--- src/rtl/dps_pkg.sv ---
package dps_pkg;
    // ========================================
    // command encoding, {ras_n, cas_n, we_n} with cs_n low
    localparam logic [2:0] CMD_MRS = 3'h0;
    localparam logic [2:0] CMD_REF = 3'h1;
    localparam logic [2:0] CMD_PRE = 3'h2;
    localparam logic [2:0] CMD_ACT = 3'h3;
    localparam logic [2:0] CMD_WR = 3'h4;
    localparam logic [2:0] CMD_RD = 3'h5;
    localparam logic [2:0] CMD_ZQ = 3'h6;
    localparam logic [2:0] CMD_NOP = 3'h7;

    // ========================================
    // sizes and fixed counts
    localparam int NUM_BANKS = 8;
    localparam int BANK_W = 3;
    localparam logic [3:0] BURST_CNT = 4'h4;
    localparam logic [3:0] PRE_CNT = 4'h3;
    localparam logic [3:0] REF_CNT = 4'h8;
    localparam logic [7:0] NO_BANKS = 8'h00;

    // ========================================
    // power state, gray coded along idle -> pd -> sr path
    typedef enum logic [2:0] {
        DPS_IDLE = 3'h0,
        DPS_ACTIVE = 3'h1,
        DPS_APD = 3'h3,
        DPS_PPD = 3'h2,
        DPS_SREF = 3'h6
    } dps_state_t;
endpackage

--- src/rtl/dps_bank_if.sv ---
`timescale 1ns/1ps
// bank bookkeeping link between control and tracker
interface dps_bank_if;
    logic act_v;
    logic pre_v;
    logic pre_all;
    logic [2:0] bank;
    logic [7:0] open_q;
    modport ctl (output act_v, output pre_v, output pre_all, output bank, input open_q);
    modport trk (input act_v, input pre_v, input pre_all, input bank, output open_q);
endinterface

--- src/rtl/dps_cke_ctl.sv ---
`timescale 1ns/1ps
module dps_cke_ctl (
    input wire logic mclk,
    input wire logic rst,
    input wire logic cke,
    input wire logic cs_n,
    input wire logic ras_n,
    input wire logic cas_n,
    input wire logic we_n,
    input wire logic [2:0] ba,
    input wire logic a10,
    input wire logic odt,
    output logic [2:0] pwr_state,
    output logic in_power_down,
    output logic in_self_refresh,
    output logic refresh_active,
    output logic all_idle,
    output logic odt_enable,
    output logic illegal_cmd,
    output logic [7:0] banks_open
);
    // ========================================
    // state and registers
    dps_pkg::dps_state_t state_q, state_d;
    logic cke_q;
    logic [3:0] busy_q, busy_d;
    logic ref_q, ref_d;
    logic odt_q;
    logic ill_q, ill_d;
    dps_bank_if bif ();

    dps_bank_track u_track (
        .mclk(mclk),
        .rst(rst),
        .bif(bif)
    );

    // ========================================
    // command decode at the edge
    wire cmd_live = (cke_q && cke);
    wire desel_or_nop = cs_n || ({ras_n, cas_n, we_n} == dps_pkg::CMD_NOP);
    wire [2:0] cmd = {ras_n, cas_n, we_n};
    wire valid_cmd = cmd_live && !cs_n && (cmd != dps_pkg::CMD_NOP);
    wire is_act = valid_cmd && (cmd == dps_pkg::CMD_ACT);
    wire is_pre = valid_cmd && (cmd == dps_pkg::CMD_PRE);
    wire is_ref = valid_cmd && (cmd == dps_pkg::CMD_REF);
    wire is_rw = valid_cmd && (cmd == dps_pkg::CMD_RD || cmd == dps_pkg::CMD_WR);
    wire fall = cke_q && !cke;
    wire rise = !cke_q && cke;
    wire is_sre = fall && !cs_n && (cmd == dps_pkg::CMD_REF);
    wire in_low = (state_q == dps_pkg::DPS_APD) || (state_q == dps_pkg::DPS_PPD) ||
                  (state_q == dps_pkg::DPS_SREF);
    wire any_open = (bif.open_q != dps_pkg::NO_BANKS);
    // idle: banks closed, no burst, no refresh, cke high
    wire idle_now = !any_open && (busy_q == 4'h0) && !ref_q && cke_q;

    // bank tracker only sees commands while awake, a10 picks precharge-all
    assign bif.act_v = is_act && !in_low;
    assign bif.pre_v = is_pre && !in_low;
    assign bif.pre_all = a10;
    assign bif.bank = ba;

    // ========================================
    // busy timer for bursts and precharge; refresh flag
    // fixed short counts stand in for the real burst and recovery times
    always_comb begin
        busy_d = (busy_q != 4'h0) ? busy_q - 4'h1 : 4'h0;
        ref_d = ref_q;
        if (is_rw && !in_low) begin
            busy_d = dps_pkg::BURST_CNT;
        end else if (is_pre && !in_low) begin
            busy_d = dps_pkg::PRE_CNT;
        end
        if (is_ref && !in_low) begin
            ref_d = 1'b1;
            busy_d = dps_pkg::REF_CNT;
        end else if (busy_q == 4'h1 || in_low) begin
            ref_d = 1'b0;
        end
    end

    // ========================================
    // transition decision from previous cke, current cke, prior state
    always_comb begin
        state_d = state_q;
        ill_d = 1'b0;
        case (state_q)
            dps_pkg::DPS_IDLE, dps_pkg::DPS_ACTIVE: begin
                if (fall) begin
                    if (is_sre) begin
                        if (idle_now) begin
                            state_d = dps_pkg::DPS_SREF;
                        end else begin
                            ill_d = 1'b1;
                        end
                    end else if (desel_or_nop) begin
                        // bank state after a finishing command is what counts
                        state_d = (any_open || bif.act_v) ? dps_pkg::DPS_APD : dps_pkg::DPS_PPD;
                    end else begin
                        ill_d = 1'b1;
                    end
                end else begin
                    state_d = (bif.open_q != dps_pkg::NO_BANKS) ? dps_pkg::DPS_ACTIVE : dps_pkg::DPS_IDLE;
                end
            end
            dps_pkg::DPS_APD, dps_pkg::DPS_PPD: begin
                if (rise) begin
                    state_d = any_open ? dps_pkg::DPS_ACTIVE : dps_pkg::DPS_IDLE;
                    ill_d = !desel_or_nop;
                end
            end
            dps_pkg::DPS_SREF: begin
                // exit on cke rise alone, command pins not needed
                if (cke) begin
                    state_d = dps_pkg::DPS_IDLE;
                end else begin
                    state_d = dps_pkg::DPS_SREF;
                end
            end
            default: begin
                state_d = dps_pkg::DPS_IDLE;
            end
        endcase
    end

    // ========================================
    // registers
    always_ff @(posedge mclk or posedge rst) begin
        if (rst) begin
            state_q <= dps_pkg::DPS_IDLE;
            cke_q <= 1'b0;
            busy_q <= 4'h0;
            ref_q <= 1'b0;
            ill_q <= 1'b0;
        end else begin
            state_q <= state_d;
            cke_q <= cke;
            busy_q <= busy_d;
            ref_q <= ref_d;
            ill_q <= ill_d;
        end
    end

    // odt only gates output, never the state walk
    always_ff @(posedge mclk or posedge rst) begin
        if (rst) begin
            odt_q <= 1'b0;
        end else begin
            odt_q <= odt && (state_d != dps_pkg::DPS_SREF);
        end
    end

    // ========================================
    // outputs
    assign pwr_state = state_q;
    assign in_power_down = (state_q == dps_pkg::DPS_APD) || (state_q == dps_pkg::DPS_PPD);
    assign in_self_refresh = (state_q == dps_pkg::DPS_SREF);
    assign refresh_active = ref_q;
    assign all_idle = (state_q == dps_pkg::DPS_IDLE) && idle_now;
    assign odt_enable = odt_q;
    assign illegal_cmd = ill_q;
    assign banks_open = bif.open_q;
endmodule

--- src/rtl/dps_bank_track.sv ---
`timescale 1ns/1ps
// ========================================
// per-bank open flags
module dps_bank_track (
    input wire logic mclk,
    input wire logic rst,
    dps_bank_if.trk bif
);
    logic [dps_pkg::NUM_BANKS-1:0] open_d;

    // one flag per bank, activate sets, precharge clears
    for (genvar b = 0; b < dps_pkg::NUM_BANKS; b++) begin : g_bank
        wire hit = (bif.bank == 3'(b));
        assign open_d[b] = (bif.act_v && hit) ? 1'b1 :
                           ((bif.pre_v && (hit || bif.pre_all)) ? 1'b0 : bif.open_q[b]);
    end

    always_ff @(posedge mclk or posedge rst) begin
        if (rst) begin
            bif.open_q <= dps_pkg::NO_BANKS;
        end else begin
            bif.open_q <= open_d;
        end
    end
endmodule

--- config.mk ---
export PLATFORM = sky130hd
export DESIGN_NAME = dps_cke_ctl
export DESIGN_NICKNAME = d
export VERILOG_FILES = /design/src/rtl/dps_pkg.sv /design/src/rtl/dps_bank_if.sv /design/src/rtl/dps_cke_ctl.sv /design/src/rtl/dps_bank_track.sv
export SDC_FILE = /design/constraint.sdc
export NUM_CORES = 1
export LEC_CHECK = 0
export BUFFER_PORTS_ARGS = -buffer_cell sky130_fd_sc_hd__buf_2
export CAP_MARGIN = 40
export CORE_MARGIN = 5
export CORE_UTILIZATION = 25
export DETAILED_ROUTE_END_ITERATION = 12
export GPL_ROUTABILITY_DRIVEN = 0
export SYNTH_ARGS = -nofsm -noshare
export SYNTH_HDL_FRONTEND = slang
export SYNTH_SLANG_ARGS = --single-unit
--- constraint.sdc ---
create_clock -name mclk -period 1.92 [get_ports mclk]
set_clock_uncertainty 0.1 [all_clocks]
set_input_delay 0 -clock mclk [delete_from_list [all_inputs] [get_ports mclk]]
set_output_delay 0 -clock mclk [all_outputs]
set_load 0.01 [all_outputs]
; After elaboration in Yosys (flattened, before gate mapping)
; Index checks and enable logic that the tools add are counted.
[totals]
regBits = 19
input_bits = 12
wordCells = 145
[op_classes]
n_addsub = 1
eq_ne = 20
mux = 37
n_reduce_logical = 73
[op_table]
columns = op, n
row1 = 1-bit logical AND, 36
row2 = 1-bit two-way mux, 25
row3 = "3-bit equality test, second input constant", 8
row4 = "3-bit by 2-bit equality test with 1-bit output, second input constant", 6
row5 = 3-bit two-way mux, 6
row6 = 2-bit nonzero test, 9
row7 = 4-bit two-way mux, 4
row8 = 1-bit logical OR, 14
row9 = "3-bit by 1-bit equality test with 1-bit output, second input constant", 3
row10 = 3-bit case mux with 3 select lines, 1
row11 = 8-bit nonzero test, 1
row12 = 1-bit logical NOT, 7
row13 = 3-bit logical NOT, 2
row14 = "3-bit != test, second input constant", 2
row15 = "4-bit by 1-bit equality test with 1-bit output, second input constant", 1
row16 = 4-bit logical NOT, 1
row17 = 4-bit nonzero test, 1
row18 = 2-bit OR reduction, 2
row19 = "4-bit by 1-bit subtractor with 4-bit output, second input constant", 1
row20 = 1-bit case mux with 2 select lines, 1

; Logic depth before layout (Yosys ltp)
[depth]
ltp_word = 13
ltp_mapped = 5

; By module
; A second synthesis with hierarchy kept.
[hier_totals]
hier_cells = 128
area_unflattened_um2 = 1133.6
[by_module_without_submodules]
columns = module, n_inst, cells_each, area_per_inst_um2
row1 = dps_cke_ctl, 1, 85, 705.7
row2 = dps_bank_track, 1, 43, 427.9

; Least setup slack after synthesis
; Ideal clock, no wire load.
[synth_path]
path_kind = flip-flop to flip-flop
startpoint = reg state_q[1], in the netlist pwr_state[1]
endpoint = reg busy_q[2]
t_arrival_ns = 1.408
slack_ns = 0.281
path_stages_with_launch = 6
n_path_buf = 1
synth_period_minus_slack_ns = 1.639
path_cell_list = dfrtp_1 > clkbuf_1 > a21boi_1 > nor4_1 > a21oi_1 > or3_1
[synth_between]
elab_chain_len = 8
word_cells_on_any_way = 12
[synth_lines]
columns = element, line_no
row1 = start: declaration, dps_cke_ctl.sv:24  ; dps_pkg::dps_state_t state_q, state_d;
row2 = start signal: assignment, dps_cke_ctl.sv:130  ; state_q <= dps_pkg::DPS_IDLE;
row3 = start signal: assignment, dps_cke_ctl.sv:136  ; state_q <= state_d;
row4 = 3-bit by 2-bit equality test with 1-bit output, dps_cke_ctl.sv:51  ; wire in_low = (state_q == dps_pkg::DPS_APD) || (state_q == dps_pkg::DPS_PPD) ||
row5 = 1-bit logical OR, dps_cke_ctl.sv:51
row6 = 1-bit logical OR (*), dps_cke_ctl.sv:51
row7 = 1-bit logical NOT (*), "dps_cke_ctl.sv:69, dps_cke_ctl.sv:71, dps_cke_ctl.sv:74"
row8 = 1-bit logical AND, dps_cke_ctl.sv:71  ; end else if (is_pre && !in_low) begin
row9 = 4-bit two-way mux, dps_cke_ctl.sv:71
row10 = 4-bit two-way mux, dps_cke_ctl.sv:69  ; if (is_rw && !in_low) begin
row11 = 4-bit two-way mux (*), dps_cke_ctl.sv:74  ; if (is_ref && !in_low) begin
row12 = via busy_d[2], dps_cke_ctl.sv:26  ; logic [3:0] busy_q, busy_d;
row13 = end signal: assignment, dps_cke_ctl.sv:138  ; busy_q <= busy_d;
row14 = end: declaration, dps_cke_ctl.sv:26
; Mark *: on every way through the listed nets, which the timed path passes. The rest lies on a longest branch.
; A chain may end at the register's enable or synchronous reset.

; Worst setup path in the final report
[layout_path]
startpoint = reg u_track.bif.open_q[1]
endpoint = reg state_q[1], in the netlist pwr_state[1]
[layout_between]
elab_chain_len = 9
[layout_lines]
columns = element, line_no
row1 = start: declaration, dps_bank_if.sv:10  ; modport trk (input act_v, input pre_v, input pre_all, input bank, output open_q);
row2 = start signal: assignment, dps_bank_track.sv:20  ; bif.open_q <= dps_pkg::NO_BANKS;
row3 = start signal: assignment, dps_bank_track.sv:22  ; bif.open_q <= open_d;
row4 = 8-bit nonzero test, dps_cke_ctl.sv:53  ; wire any_open = (bif.open_q != dps_pkg::NO_BANKS);
row5 = 1-bit logical NOT, dps_cke_ctl.sv:55  ; wire idle_now = !any_open && (busy_q == 4'h0) && !ref_q && cke_q;
row6 = 1-bit logical AND (3 in a row), dps_cke_ctl.sv:55
row7 = 3-bit two-way mux, dps_cke_ctl.sv:91  ; if (idle_now) begin
row8 = 3-bit two-way mux, dps_cke_ctl.sv:90  ; if (is_sre) begin
row9 = 3-bit two-way mux, dps_cke_ctl.sv:89  ; if (fall) begin
row10 = 3-bit case mux with 3 select lines, dps_cke_ctl.sv:87  ; case (state_q)
row11 = via state_d[1], dps_cke_ctl.sv:24
; The timed path passes the listed nets, and every way through them passes these cells.

==> results_dict.tcl <==
set metrics [dict create \
    slew_violations 0 \
    status "finished clean" \
    route.met3.wl_um 186 \
    async_reset_ff_share_pct 100 \
    cts.sink_count 19 \
    worst_hold_slack_ns 0.0256 \
    r2r_start "u_track.bif.open_q[1]$_DFFE_PP0P_" \
    regToRegEndpoint "pwr_state[1]$_DFF_PP0_" \
    syn_area_um2 1110 \
    min_period_ns 1.75 \
    vias_per_cell 5.05 \
    hold_depth 3 \
    crit_arrival_ns 1.85 \
    power.internal_mw 0.687 \
    track_usage_pct 10.4 \
    rsz0062_at_grt "false" \
    die_w_um 76.6 \
    wl_met2_um 1320 \
    leakage_nw 0.654 \
    hold_start "we_n" \
    drtPass1Iterations 4 \
    portBuffers 28 \
    grt_pass1_vias 1059 \
    grt_first_pass_wirelength_um 5000 \
    cts_buffers 3 \
    cts_tree "built" \
    clockRootBuffer "clkbuf_8" \
    avgSynthCellArea_um2 8.60 \
    synth_nets 141 \
    worstPathRequired_ns 2.02 \
    wl_per_cell_um 13.3 \
    ff_latch_area_um2 475 \
    tns_ns 0 \
    min_to "busy_q[3]$_DFF_PP0_" \
    synth_edf_count 0 \
    nNetsFinal 176 \
    power_mw 0.985 \
    cap_violations 0 \
    hold_violations 0 \
    fmax_mhz 572 \
    coreArea_um2 4320 \
    endpoint_kind "flip-flop" \
    rows 24 \
    drtIter0Drc 42 \
    synthCells 129 \
    die_h_um 76.6 \
    insertion_delay_ns 0.25 \
    clkTransAtPathRegs_ns 0.07 \
    wl_um 2860 \
    pin_count 29 \
    ir_worst_vdd_uv 197 \
    gr-total-overflow 0 \
    r2r_cells 4 \
    drive_above_1_share_pct 25.8 \
    area_delta_synth_final_pct 28.7 \
    rrSetupSlack_ns 0.17 \
    vias 1086 \
    ys_types 38 \
    nFillCells 462 \
    p_sw_mw 0.297 \
    fin_ws_ns 0.171 \
    sequentialPowerShare_pct 46.1 \
    dpl.hpwl_um 2190 \
    p_comb_share_pct 25.7 \
    relSlewSlack_pct 51.3 \
    n_antenna_cell 0 \
    powerDensity_nw_per_um2 689 \
    initial_core_util_pct 25.7 \
    yosysWarnings 0 \
    post-route-util_pct 33.0 \
    antenna_found_initial 0 \
    p_sw_share_pct 30.2 \
    drcViolationCount 0 \
    multiInputGateArea_um2 604 \
    setup-violations-final 0 \
    wl_met1_um 1310 \
    synthFlopType "dfrtp_1" \
    die_area_um2 5870 \
    tightest_slew_ns 0.730 \
    synth_seq_cells 19 \
    yosysSeqAreaShare_pct 42.8 \
    start_kind "flip-flop" \
    pre_cts_ws_ns 0.141 \
    topRoutingLayerUsed "met4" \
    hp-class "primary input to flip-flop" \
    clkPwrFrac_pct 28.2 \
    cts_buffer_depth 2 \
    worstSetupPathType "flip-flop to flip-flop" \
    grt_max_degree 20 \
    htree_levels 1 \
    fin_crit_sh_pct 91.1 \
    drtAntennaViolNets 0 \
    crit_path_max_fanout 3 \
]
-- power by group through the flow --
stage | sequential [mW] | combinational, mW | clock [mW]
CTS | 0.452 | 0.249 | 0.293
detailed placement | 0.460 | 0.241 | 0
global route | 0.459 | 0.287 | 0.308
floorplan | 0.472 | 0.133 | 0
finish | 0.454 | 0.253 | 0.278
global placement | 0.460 | 0.241 | 0
-- how the worst max path moves through the flow --
stage                                      start                endpoint  slack, ns  cells past startpoint
2_1_floorplan             pwr_state[1]$_DFF_PP0_     busy_q[2]$_DFF_PP0_       0.28                      5
3_3_place_gp   u_track.bif.open_q[1]$_DFFE_PP0P_  pwr_state[1]$_DFF_PP0_       0.20                      4
3_5_place_dp   u_track.bif.open_q[1]$_DFFE_PP0P_  pwr_state[1]$_DFF_PP0_       0.14                      4
4_1_cts        u_track.bif.open_q[1]$_DFFE_PP0P_                all_idle       0.10                      4
5_1_grt        u_track.bif.open_q[1]$_DFFE_PP0P_  pwr_state[2]$_DFF_PP0_       0.01                      4
6_report       u_track.bif.open_q[1]$_DFFE_PP0P_  pwr_state[1]$_DFF_PP0_       0.17                      4
-- cell families (layout without fill, tap and decap cells) --
family | Yosys count | after routing | synth area share, %
compound gates | 36 | 36 | 20.6
flops | 19 | 19 | 42.8
mux | 1 | 1 | 0.902
buf+inv | 12 | 46 | 4.40
simple gates | 61 | 61 | 31.2
-- cells in the mapped netlist, drive strengths merged (2+ instances only) --
master	n	area, um^2
nor3	6	30.0
nand3	4	25.0
inv	5	18.8
o2bb2ai	3	26.3
dfrtp	19	475
nand4	3	18.8
buf	3	15.0
nor2	12	45.0
nand3b	2	15.0
clkbuf	4	15.0
o21ai	17	85.1
nor3b	4	30.0
nor2b	2	12.5
a21oi	4	20.0
nor4b	2	17.5
or3	2	12.5
nand2b	3	18.8
a31oi	4	25.0
o31ai	2	20.0
nand2	9	33.8
nor4	5	31.3
-- flip-flops by register name (all words and copies together) (netlist names) --
register            count
odt_enable              1
u_track.bif.open_q      8
pwr_state               3
illegal_cmd             1
refresh_active          1
busy_q                  4
cke_q                   1
-- per-stage QoR --
step                std cells  area, um^2
floorplan                 129        1110
detailed placement        206        1320
finish                    215        1430
CTS                       215        1410
global route              215        1430
global placement          206        1320
-- cell usage in the layout (no fill, tap or decap), types with 4 or more instances in the layout --
cell type and n:
buf_2 28, dfrtp_1 19, nor2_1 12, o21ai_0 11, nand2_1 9, o21ai_1 6
nor3_1 6, inv_1 5, dlygate4sd3_1 5, nor3b_1 4, a31oi_1 4, a21oi_1 4
buf_4 4
-- repair_timing --
item,in CTS,in global routing
setup endpoints to repair,0,4
buffers inserted,0,0
endpoints found under the hold margin,24,0
hold buffers,5,0
gates resized for setup,0,3
-- critical path: stages, from the launching register on --
cell,delay (ns)
dfrtp_1,0.40
nor4_2,0.36
nand4_1,0.24
nor4_1,0.42
or3_1,0.17
-- metal layers --
layer,up-vias,track usage (%)
met5,-,0
li1,548,-
met2,25,17.0
met4,0,3.67
met3,5,3.66
met1,508,12.7
-- cell type report --
cell class / instances / area share (%)
multi-input cells: 98 / 42.3
flip-flops and latches: 19 / 33.3
repair buffers: 37 / 15.4
well taps: 52 / 4.55
clock buffers: 4 / 3.15
inverters: 5 / 1.31
No activity file was read; power rests on OpenSTA's default activity.
